`src/hw/hlscb_pkg.sv`:
```
// Package with the register map and field positions of the accelerator control bank.
package hlscb_pkg;
    localparam int ADDR_W = 8;
    localparam int DATA_W = 32;
    // Word offsets as byte addresses.
    localparam logic [7:0] OFS_CTRL     = 8'h00;
    localparam logic [7:0] OFS_GIE      = 8'h04;
    localparam logic [7:0] OFS_IER      = 8'h08;
    localparam logic [7:0] OFS_ISR      = 8'h0c;
    localparam logic [7:0] OFS_ARG_IN   = 8'h10;
    localparam logic [7:0] OFS_ARG_IN_C = 8'h14;
    localparam logic [7:0] OFS_ARG_OUT  = 8'h18;
    localparam logic [7:0] OFS_ARG_OUTC = 8'h1c;
    localparam logic [7:0] OFS_ARR_BASE = 8'h40;
    localparam logic [7:0] OFS_ARR_HIGH = 8'h7c;
    // Array of 8-bit elements packed four to a word.
    localparam int ARR_WORDS = 16;
    localparam int ARR_IDX_W = 4;
    localparam int ELEM_W    = 8;
    localparam int ELEMS     = 64;
    localparam int ELEM_IDX_W = 6;
    // Control register fields.
    localparam int CTRL_START    = 0;
    localparam int CTRL_DONE     = 1;
    localparam int CTRL_IDLE     = 2;
    localparam int CTRL_READY    = 3;
    localparam int CTRL_CONTINUE = 4;
    localparam int CTRL_AUTO     = 7;
    localparam int CTRL_CHAIN    = 8;
    // Interrupt source positions.
    localparam int IRQ_DONE  = 0;
    localparam int IRQ_READY = 1;
    localparam int IRQ_N     = 2;
    // Argument flag fields.
    localparam int FLG_VLD = 0;
    localparam int FLG_ACK = 1;
    localparam logic [31:0] READ_ZERO = 32'h0000_0000;
endpackage

```
`src/hw/hlscb_bank.sv`:
```
// Control and status register bank for an accelerator core on an Avalon-MM slave port.
//
// Behaviour
// RULE_01: Software start command raises the block go request toward the core.
// RULE_02: Completion indication of the core is readable by software.
// RULE_03: Core quiet indication is readable as a status bit.
// RULE_04: Core accepts-input indication is readable as a status bit.
// RULE_05: Software proceed command raises the proceed signal toward the core.
// RULE_06: Auto-restart bit starts the next run on completion; clearing it stops that.
// RULE_07: Writable location drives the scalar input argument port.
// RULE_08: Software can raise the input argument valid flag.
// RULE_09: Software can raise the output argument acknowledge flag.
// RULE_10: Readable location returns the scalar output argument port value.
// RULE_11: Output argument valid flag is readable by software.
// RULE_12: Input argument acknowledge flag is readable by software.
// RULE_13: Array occupies a contiguous range from base to uppermost element address.
// RULE_14: Narrow array elements are packed four to one 32-bit word.
// RULE_15: Wide elements span consecutive words; not used by this 8-bit array.
// RULE_16: Global enable gates the interrupt output.
// RULE_17: Two interrupt sources, completion and ready, each individually enabled.
// RULE_18: Enabled interrupt sources read back from the enable register.
// RULE_19: Triggered sources latch in a readable status register.
// RULE_20: Writing one to a status bit clears it.
// RULE_21: With auto-restart, start is raised again when completion arrives.
// RULE_22: Chained mode restarts on ready if proceed was given at completion. Here auto-restart set at completion also counts, so proceed is not needed.
// RULE_23: Interrupt rises when global enable and any enabled latched source are set.
//
// Design decisions made here: the Avalon-MM slave port and the placing of the registers.
`timescale 1ns/1ps
`default_nettype none
module hlscb_bank (
    // Clock and reset
    input  wire logic                      CLK_SYS,
    input  wire logic                      SRST,
    // Avalon-MM slave
    input  wire logic [hlscb_pkg::ADDR_W-1:0] AVS_ADDRESS,
    input  wire logic                      AVS_READ,
    input  wire logic                      AVS_WRITE,
    input  wire logic [3:0]                AVS_BYTEENABLE,
    input  wire logic [hlscb_pkg::DATA_W-1:0] AVS_WRITEDATA,
    output logic      [hlscb_pkg::DATA_W-1:0] AVS_READDATA,
    output logic                           AVS_WAITREQUEST,
    output logic [1:0]                     AVS_RESPONSE,
    // Block control toward the core and status back from it
    output logic                           BLOCK_GO_REQUEST,
    output logic                           BLOCK_PROCEED_SIGNAL,
    input  wire logic                      BLOCK_FINISHED_FLAG,
    input  wire logic                      BLOCK_QUIET_FLAG,
    input  wire logic                      BLOCK_ACCEPTS_INPUT_FLAG,
    // Scalar input argument
    output logic [hlscb_pkg::DATA_W-1:0]   SCALAR_ARGUMENT_PORT_IN,
    output logic                           ARGUMENT_VALID_FLAG_IN,
    input  wire logic                      ARGUMENT_ACKNOWLEDGE_FLAG_IN,
    // Scalar output argument
    input  wire logic [hlscb_pkg::DATA_W-1:0] SCALAR_ARGUMENT_PORT_OUT,
    input  wire logic                      ARGUMENT_VALID_FLAG_OUT,
    output logic                           ARGUMENT_ACKNOWLEDGE_FLAG_OUT,
    // Core side of the array
    input  wire logic [hlscb_pkg::ELEM_IDX_W-1:0] ARRAY_ELEM_INDEX,
    output logic      [hlscb_pkg::ELEM_W-1:0]     ARRAY_ELEM_DATA,
    // Interrupt
    output logic                           IRQ
);
    // Core status and data arrive from the core's own clock domain and are synchronised.
    logic [3:0]  st_s1_r, st_s2_r;
    logic [31:0] ao_s1_r, ao_s2_r;
    logic        fin_d_r;
    always_ff @(posedge CLK_SYS) begin
        st_s1_r <= {ARGUMENT_VALID_FLAG_OUT, BLOCK_ACCEPTS_INPUT_FLAG,
                    BLOCK_QUIET_FLAG, BLOCK_FINISHED_FLAG};
        st_s2_r <= st_s1_r;
        ao_s1_r <= SCALAR_ARGUMENT_PORT_OUT;
        ao_s2_r <= ao_s1_r;
    end
    logic       ack_s1_r, ack_s2_r;
    always_ff @(posedge CLK_SYS) begin
        ack_s1_r <= ARGUMENT_ACKNOWLEDGE_FLAG_IN;
        ack_s2_r <= ack_s1_r;
    end
    wire        fin  = st_s2_r[0];
    wire        quiet = st_s2_r[1];
    wire        rdy  = st_s2_r[2];
    wire        ovld = st_s2_r[3];
    wire        fin_rise = fin & ~fin_d_r;

    // Bus decode: one wait state on reads, writes answer at once.
    logic       rd_pend_r;
    wire        wr_en   = AVS_WRITE & ~AVS_READ;
    wire        rd_done = AVS_READ & rd_pend_r;
    wire [7:0]  a       = AVS_ADDRESS;
    wire        hit_ctrl  = (a == hlscb_pkg::OFS_CTRL);
    wire        hit_gie   = (a == hlscb_pkg::OFS_GIE);
    wire        hit_ier   = (a == hlscb_pkg::OFS_IER);
    wire        hit_isr   = (a == hlscb_pkg::OFS_ISR);
    wire        hit_ain   = (a == hlscb_pkg::OFS_ARG_IN);
    wire        hit_ainc  = (a == hlscb_pkg::OFS_ARG_IN_C);
    wire        hit_aout  = (a == hlscb_pkg::OFS_ARG_OUT);
    wire        hit_aoutc = (a == hlscb_pkg::OFS_ARG_OUTC);
    // RULE_13: contiguous array range
    wire        hit_arr = (a >= hlscb_pkg::OFS_ARR_BASE) && (a <= hlscb_pkg::OFS_ARR_HIGH)
                          && (a[1:0] == 2'b00);
    wire [hlscb_pkg::ARR_IDX_W-1:0] arr_idx = a[5:2];
    wire        mapped = hit_ctrl | hit_gie | hit_ier | hit_isr | hit_ain | hit_ainc
                         | hit_aout | hit_aoutc | hit_arr;
    wire        be0 = AVS_BYTEENABLE[0];
    wire        be1 = AVS_BYTEENABLE[1];

    // Control state.
    logic        go_r, proceed_r, auto_r, chain_r, done_lat_r, cont_at_done_r;
    logic        gie_r, irq_r;
    logic [1:0]  ier_r, isr_r;
    logic [31:0] ain_r;
    logic        ivld_r, oack_r;
    logic [31:0] rdata_r;
    logic [1:0]  resp_r;
    logic [31:0] arr_mem [hlscb_pkg::ARR_WORDS];
    logic [7:0]  elem_r;

    wire wr_ctrl = wr_en & hit_ctrl & be0;
    wire sw_start = wr_ctrl & AVS_WRITEDATA[hlscb_pkg::CTRL_START];
    wire sw_cont  = wr_ctrl & AVS_WRITEDATA[hlscb_pkg::CTRL_CONTINUE];
    // RULE_21: plain auto-restart on completion
    wire auto_plain = auto_r & ~chain_r & fin_rise;
    // RULE_22: chained restart needs proceed or auto-restart set at completion, then ready
    wire auto_chain = auto_r & chain_r & rdy & cont_at_done_r;
    // RULE_06: auto-restart request
    wire auto_go  = auto_plain | auto_chain;
    wire go_nxt   = (go_r | sw_start | auto_go) & ~(go_r & rdy & ~sw_start & ~auto_go);
    // RULE_17: two sources
    wire [1:0] src_ev = {rdy, fin_rise};
    wire [1:0] isr_clr = (wr_en & hit_isr & be0) ? AVS_WRITEDATA[1:0] : 2'b00;
    // RULE_20: set wins over clear
    wire [1:0] isr_nxt = (isr_r & ~isr_clr) | src_ev;
    // RULE_23: gated interrupt
    wire       irq_nxt = gie_r & |(ier_r & isr_nxt);

    // RULE_02: completion latched until read
    wire ctrl_rd = rd_done & hit_ctrl;
    wire done_nxt = fin_rise | (done_lat_r & ~ctrl_rd);

    wire [31:0] ctrl_v = {23'h000000, chain_r, auto_r, 2'b00, proceed_r, rdy, quiet,
                          done_lat_r, go_r};
    wire [31:0] ainc_v = {30'h00000000, ack_s2_r, ivld_r};
    wire [31:0] aoutc_v = {30'h00000000, oack_r, ovld};
    wire [31:0] rd_mux =
        hit_ctrl  ? ctrl_v :                          // RULE_03 RULE_04 status bits
        hit_gie   ? {31'h00000000, gie_r} :
        hit_ier   ? {30'h00000000, ier_r} :           // RULE_18 enabled sources
        hit_isr   ? {30'h00000000, isr_r} :           // RULE_19 latched sources
        hit_ain   ? ain_r :
        hit_ainc  ? ainc_v :                          // RULE_12 input ack readable
        hit_aout  ? ao_s2_r :                         // RULE_10 output value
        hit_aoutc ? aoutc_v :                         // RULE_11 output valid readable
        hit_arr   ? arr_mem[arr_idx] : hlscb_pkg::READ_ZERO;

    // RULE_15: no wide elements
    // Every element fits in one byte lane, so none ever spans two words.
    // RULE_14: four 8-bit elements per word, element 0 in the low byte
    wire [31:0] elem_word = arr_mem[ARRAY_ELEM_INDEX[5:2]];
    wire [7:0]  elem_sel  = elem_word[8*ARRAY_ELEM_INDEX[1:0] +: 8];

    always_ff @(posedge CLK_SYS) begin
        if (SRST) begin
            rd_pend_r <= 1'b0;
            fin_d_r   <= 1'b0;
        end else begin
            rd_pend_r <= AVS_READ & ~rd_pend_r;
            fin_d_r   <= fin;
        end
    end

    always_ff @(posedge CLK_SYS) begin
        if (SRST) begin
            go_r <= 1'b0;
            proceed_r <= 1'b0;
            auto_r <= 1'b0;
            chain_r <= 1'b0;
            done_lat_r <= 1'b0;
            cont_at_done_r <= 1'b0;
        end else begin
            // RULE_01: go held until core is ready
            go_r <= go_nxt;
            // RULE_05: proceed pulse
            proceed_r <= sw_cont | (auto_r & chain_r & fin_rise);
            if (wr_ctrl) begin
                auto_r  <= AVS_WRITEDATA[hlscb_pkg::CTRL_AUTO];
                chain_r <= AVS_WRITEDATA[hlscb_pkg::CTRL_CHAIN];
            end
            done_lat_r <= done_nxt;
            if (fin_rise)
                cont_at_done_r <= proceed_r | sw_cont | auto_r;
            else if (auto_chain)
                cont_at_done_r <= 1'b0;
        end
    end

    always_ff @(posedge CLK_SYS) begin
        if (SRST) begin
            gie_r <= 1'b0;
            ier_r <= 2'b00;
            isr_r <= 2'b00;
            irq_r <= 1'b0;
        end else begin
            // RULE_16: global enable
            if (wr_en & hit_gie & be0)
                gie_r <= AVS_WRITEDATA[0];
            if (wr_en & hit_ier & be0)
                ier_r <= AVS_WRITEDATA[hlscb_pkg::IRQ_N-1:0];
            isr_r <= isr_nxt;
            irq_r <= irq_nxt;
        end
    end

    always_ff @(posedge CLK_SYS) begin
        if (SRST) begin
            ain_r  <= 32'h0000_0000;
            ivld_r <= 1'b0;
            oack_r <= 1'b0;
        end else begin
            // RULE_07: input argument value
            if (wr_en & hit_ain) begin
                for (int i = 0; i < 4; i++)
                    if (AVS_BYTEENABLE[i])
                        ain_r[8*i +: 8] <= AVS_WRITEDATA[8*i +: 8];
            end
            // RULE_08: valid held until core acknowledges
            if (wr_en & hit_ainc & be0 & AVS_WRITEDATA[hlscb_pkg::FLG_VLD])
                ivld_r <= 1'b1;
            else if (ack_s2_r)
                ivld_r <= 1'b0;
            // RULE_09: acknowledge is a one-cycle pulse
            oack_r <= wr_en & hit_aoutc & be0 & AVS_WRITEDATA[hlscb_pkg::FLG_ACK];
        end
    end

    always_ff @(posedge CLK_SYS) begin
        if (wr_en & hit_arr) begin
            for (int i = 0; i < 4; i++)
                if (AVS_BYTEENABLE[i])
                    arr_mem[arr_idx][8*i +: 8] <= AVS_WRITEDATA[8*i +: 8];
        end
    end

    // The element output is cleared by reset; the array is not, so its old contents show again one cycle after reset ends.
    always_ff @(posedge CLK_SYS) begin
        if (SRST)
            elem_r <= 8'h00;
        else
            elem_r <= elem_sel;
    end

    always_ff @(posedge CLK_SYS) begin
        if (SRST) begin
            rdata_r <= 32'h0000_0000;
            resp_r  <= 2'b00;
        end else begin
            rdata_r <= rd_mux;
            resp_r  <= mapped ? 2'b00 : 2'b11;
        end
    end

    assign AVS_READDATA         = rdata_r;
    assign AVS_WAITREQUEST      = AVS_READ & ~rd_pend_r;
    assign AVS_RESPONSE         = resp_r;
    assign BLOCK_GO_REQUEST     = go_r;
    assign BLOCK_PROCEED_SIGNAL = proceed_r;
    assign SCALAR_ARGUMENT_PORT_IN = ain_r;
    assign ARGUMENT_VALID_FLAG_IN  = ivld_r;
    assign ARGUMENT_ACKNOWLEDGE_FLAG_OUT = oack_r;
    assign ARRAY_ELEM_DATA      = elem_r;
    assign IRQ                  = irq_r;
endmodule
`default_nettype wire

```
`config.mk`:
```
export PLATFORM = sky130hd
export DESIGN_NAME = hlscb_bank
export DESIGN_NICKNAME = d
export VERILOG_FILES = /design/src/hw/hlscb_pkg.sv /design/src/hw/hlscb_bank.sv
export SDC_FILE = /design/constraint.sdc
export NUM_CORES = 1
export LEC_CHECK = 0
export BUFFER_PORTS_ARGS = -buffer_cell sky130_fd_sc_hd__buf_2
export CORE_UTILIZATION = 55
export DETAILED_ROUTE_END_ITERATION = 16
export PLACE_DENSITY = 0.84
export SLEW_MARGIN = 10
export SYNTH_ARGS = -nofsm -noshare
export SYNTH_HDL_FRONTEND = slang
export SYNTH_SLANG_ARGS = --single-unit
```
`constraint.sdc`:
```
create_clock -name CLK_SYS -period 2.3 [get_ports CLK_SYS]
set_input_delay 0 -clock CLK_SYS [delete_from_list [all_inputs] [get_ports CLK_SYS]]
set_output_delay 0 -clock CLK_SYS [all_outputs]
set_load 0.005 [all_outputs]
```
==> results.py <==
metrics = {
    "clocking": {
        "cts.path.max_buffers": 3,
        "cts_post_setup_buffers_inserted": 0,
        "cts.sink_count": 675,
        "numCtsBuffers": 69,
        "tritoncts_clock_tree": "done",
        "worst_skew_pair.late_latency_ns": 0.62,
        "htreeDepth": 3,
        "path_clk_slew_ns": 0.06,
        "clock_tree.root_cell": "sky130_fd_sc_hd__clkbuf_16",
    },
    "pwr": {
        "power_w": 0.0269,
        "sw_ratio_pct": 21.5,
        "p_int_w": 0.0211,
        "power.clock.fraction_pct": 44.0,
        "worst_ir_drop_vdd_uv": 504,
        "power.density_cell_area_nw_per_um2": 785,
        "power.combinational.fraction_pct": 6.8,
        "leakagePower_nw": 11.7,
        "switchingPower_w": 0.00578,
        "seq_power_share_pct": 49.2,
    },
    "status": {
        "outcome": "finished, final reports clean",
    },
    "timing": {
        "timing.final.setup_violations": 0,
        "slew_of_the_pin_with_the_lowest_slew_margin_ns": 1.05,
        "final.setup.tns_ns": 0,
        "slew_violations": 0,
        "period_share_pct": 90.5,
        "post_route_clock_skew_ns": 0.0248,
        "slew-limit-headroom_pct": 29.5,
        "final_critical_path_setup_slack_ns": 0.218,
        "max_freq_ghz": 0.480,
        "minimum_clock_period_ns": 2.08,
        "report.final.hold_viol_count": 0,
        "rsz0062_at_grt": "false",
    },
    "cells_and_area": {
        "stdcell_count": 2692,
        "post-route-util_pct": 66.6,
        "mostFrequentLayoutCells": "512 x sky130_fd_sc_hd__edfxtp_1, 281 x sky130_fd_sc_hd__mux4_2, 166 x sky130_fd_sc_hd__buf_2, 163 x sky130_fd_sc_hd__dfxtp_1, 136 x sky130_fd_sc_hd__buf_4",
        "mostFrequentLayoutCell": "sky130_fd_sc_hd__edfxtp_1",
        "layout.nets": 2044,
        "area_delta_synth_final_pct": 19.3,
        "share_of_post_route_cells_with_drive_strength_above_1_pct": 36.2,
    },
    "detailed_routing": {
        "ant_nets": 0,
        "route.detailed.wl_per_inst_um": 30.5,
        "finalWirelength_um": 82000,
        "dr.pass1.iters": 6,
        "vias": 18170,
        "first_iter_violations": 2832,
        "viasPerCell": 6.75,
        "drc_errors": 0,
    },
    "global_route": {
        "grt_max_degree": 65,
        "first_global_vias": 18729,
        "grt_pass1_wl_um": 120000,
        "combined_global_route_utilization_of_all_metal_layers_pct": 31.4,
        "grt_overflow_total": 0,
        "grt_antenna_before_repair": 2,
    },
    "worst_setup_path": {
        "cp_data_required_time_ns": 2.61,
        "critical-path-top-cell-by-count": "sky130_fd_sc_hd__buf_4",
        "cp_data_arrival_time_ns": 2.39,
        "worstSetupPathType": "in2reg",
        "worstSetupStartpointType": "input port",
        "critical_path.n_buffers_inverters": 5,
        "timing.critical_path.to_type": "flop",
        "worst_path_max_delay_cell": "sky130_fd_sc_hd__dlygate4sd3_1",
        "timing.critical_path.cells": "dlygate4sd3_1 > buf_2 > nor4b_2 > buf_4 > buf_4 > nand3_1 > nor2_1 > buf_4",
        "critical_path.max_stage_delay_ns": 0.54,
        "timing.critical_path.max_delay_family": "buffers and inverters",
        "timing.critical_path.fanout_max": 16,
    },
    "place": {
        "io_buffers": 170,
        "dp_slack_ns": 0.0347,
        "dpl.cell_count": 2480,
        "routability_congestion_estimate_from_global_placement": 0.956,
        "hpwlAfterDp_um": 52000,
    },
    "synthesis": {
        "synthesized_nets": 1691,
        "ys_warn_count": 0,
        "synth_cell_type_count": 51,
        "synth_edf_count": 512,
        "yosysSeqAreaShare_pct": 64.8,
        "netlist_area_um2": 28700,
        "yosys_most_used_dff": "sky130_fd_sc_hd__edfxtp_1",
        "count_of_mapped_cells_out_of_synthesis": 1600,
        "yosys_register_bits": 675,
        "post_synth.cell_area_avg_um2": 18.0,
        "asyncSetResetFlopFracSynth_pct": 0,
    },
    "min_path": {
        "hold_path_class": "in2reg",
    },
    "floorplan": {
        "die-height_um": 231,
        "core_region_area_um2": 51500,
        "design.portCount": 171,
        "initial_core_util_pct": 55.8,
        "floorplan.die_area_um2": 53200,
        "fp.dieW_um": 231,
        "row_count": 83,
    },
    "run": {
        "cap_violations": 0,
    },
}
Yosys cell counts (6+ instances only):
master,instances,share of area [%]
sky130_fd_sc_hd__a211oi_1,8,0.21
sky130_fd_sc_hd__a21boi_1,6,0.16
sky130_fd_sc_hd__a21oi_1,27,0.47
sky130_fd_sc_hd__a221oi_1,8,0.24
sky130_fd_sc_hd__a221oi_2,6,0.31
sky130_fd_sc_hd__a22oi_1,41,1.1
sky130_fd_sc_hd__buf_2,40,0.70
sky130_fd_sc_hd__buf_4,19,0.50
sky130_fd_sc_hd__buf_6,10,0.39
sky130_fd_sc_hd__clkbuf_1,42,0.55
sky130_fd_sc_hd__clkinv_1,25,0.33
sky130_fd_sc_hd__dfxtp_1,163,11
sky130_fd_sc_hd__edfxtp_1,512,53
sky130_fd_sc_hd__mux2i_1,48,1.7
sky130_fd_sc_hd__mux4_2,281,22
sky130_fd_sc_hd__nand2_1,50,0.65
sky130_fd_sc_hd__nand2b_1,10,0.22
sky130_fd_sc_hd__nand3_1,25,0.44
sky130_fd_sc_hd__nand4_1,6,0.13
sky130_fd_sc_hd__nor2_1,119,1.6
sky130_fd_sc_hd__nor2b_1,21,0.46
sky130_fd_sc_hd__nor3_1,6,0.10
sky130_fd_sc_hd__o211ai_1,7,0.18
sky130_fd_sc_hd__o21ai_0,21,0.37
sky130_fd_sc_hd__o21ai_1,7,0.12
sky130_fd_sc_hd__o22ai_1,40,0.87
final cells by class:
class	count	area [um^2]
multi-input combinational	779	9340
clock inverter	30	410
clock buffer	98	2000
sequential	675	18600
antenna	2	5.00
fill	3266	17200
tap	680	851
inverter	28	105
timing repair buffer	400	2960
stage by stage:
stage          hold WS (ns)  instance area [um^2]
2_1_floorplan        0.0277                 28700
3_3_place_gp          0.102                 31100
3_5_place_dp          0.104                 31100
4_1_cts             0.00165                 34300
5_1_grt             0.00934                 34300
6_report             0.0111                 34300
worst paths after layout:
| kind | cells past startpoint | slack (ns) | to | from |
|---|---|---|---|---|
| max reg2reg | 4 | 0.24 | ARRAY_ELEM_DATA[1] | arr_mem[6][17] |
| min reg2reg | 0 | 0.32 | ao_s2_r[15] | ao_s1_r[15] |
| max | 8 | 0.22 | arr_mem[5][13] | AVS_ADDRESS[1] |
| min | 2 | 0.01 | ao_s1_r[7] | SCALAR_ARGUMENT_PORT_OUT[7] |
power groups by stage:
stage | logic, W | clock network, W | registers [W]
finish | 0.00182 | 0.0118 | 0.0132
global placement | 0.00163 | 0 | 0.0135
detailed placement | 0.00167 | 0 | 0.0135
floorplan | 0.00102 | 0 | 0.0135
global route | 0.00190 | 0.0123 | 0.0132
CTS | 0.00179 | 0.0119 | 0.0132
sequential cells by signal, summed over array words and instances, names as in the netlist, 2 cells and up:
| signal | flops |
|---|---|
| ARRAY_ELEM_DATA | 8 |
| AVS_READDATA | 32 |
| SCALAR_ARGUMENT_PORT_IN | 32 |
| ao_s1_r | 32 |
| ao_s2_r | 32 |
| arr_mem | 512 |
| ier_r | 2 |
| isr_r | 2 |
| st_s1_r | 4 |
| st_s2_r | 4 |
worst reg2reg max path: cells and delay by family (launching register included):
kind,cells,cell delay (ns)
AOI/OAI and AO/OA,2,0.86
DFF,1,0.39
muxes,1,0.49
and+or+nand+nor,1,0.15
logic make-up after synthesis:
| logic type | count (synthesis) | synth area share, % |
|---|---|---|
| simple gates | 265 | 4.29 |
| buf+inv | 146 | 2.76 |
| flops | 675 | 64.8 |
| mux | 329 | 23.7 |
| compound gates | 185 | 4.42 |
timing repair:
action / CTS / global route
endpoints found under the setup margin: 0 / 1
endpoints found under the hold margin: 602 / 1
gates resized for setup: 0 / 1
hold buffers: 81 / 1
layer usage:
layer / GRT usage (%) / wire length [um]
met3: 8.93 / 10200
met5: 0 / 13
met4: 17.2 / 4920
met2: 50.0 / 39500
met1: 39.1 / 27400
Power figures use the tool's default switching activity.
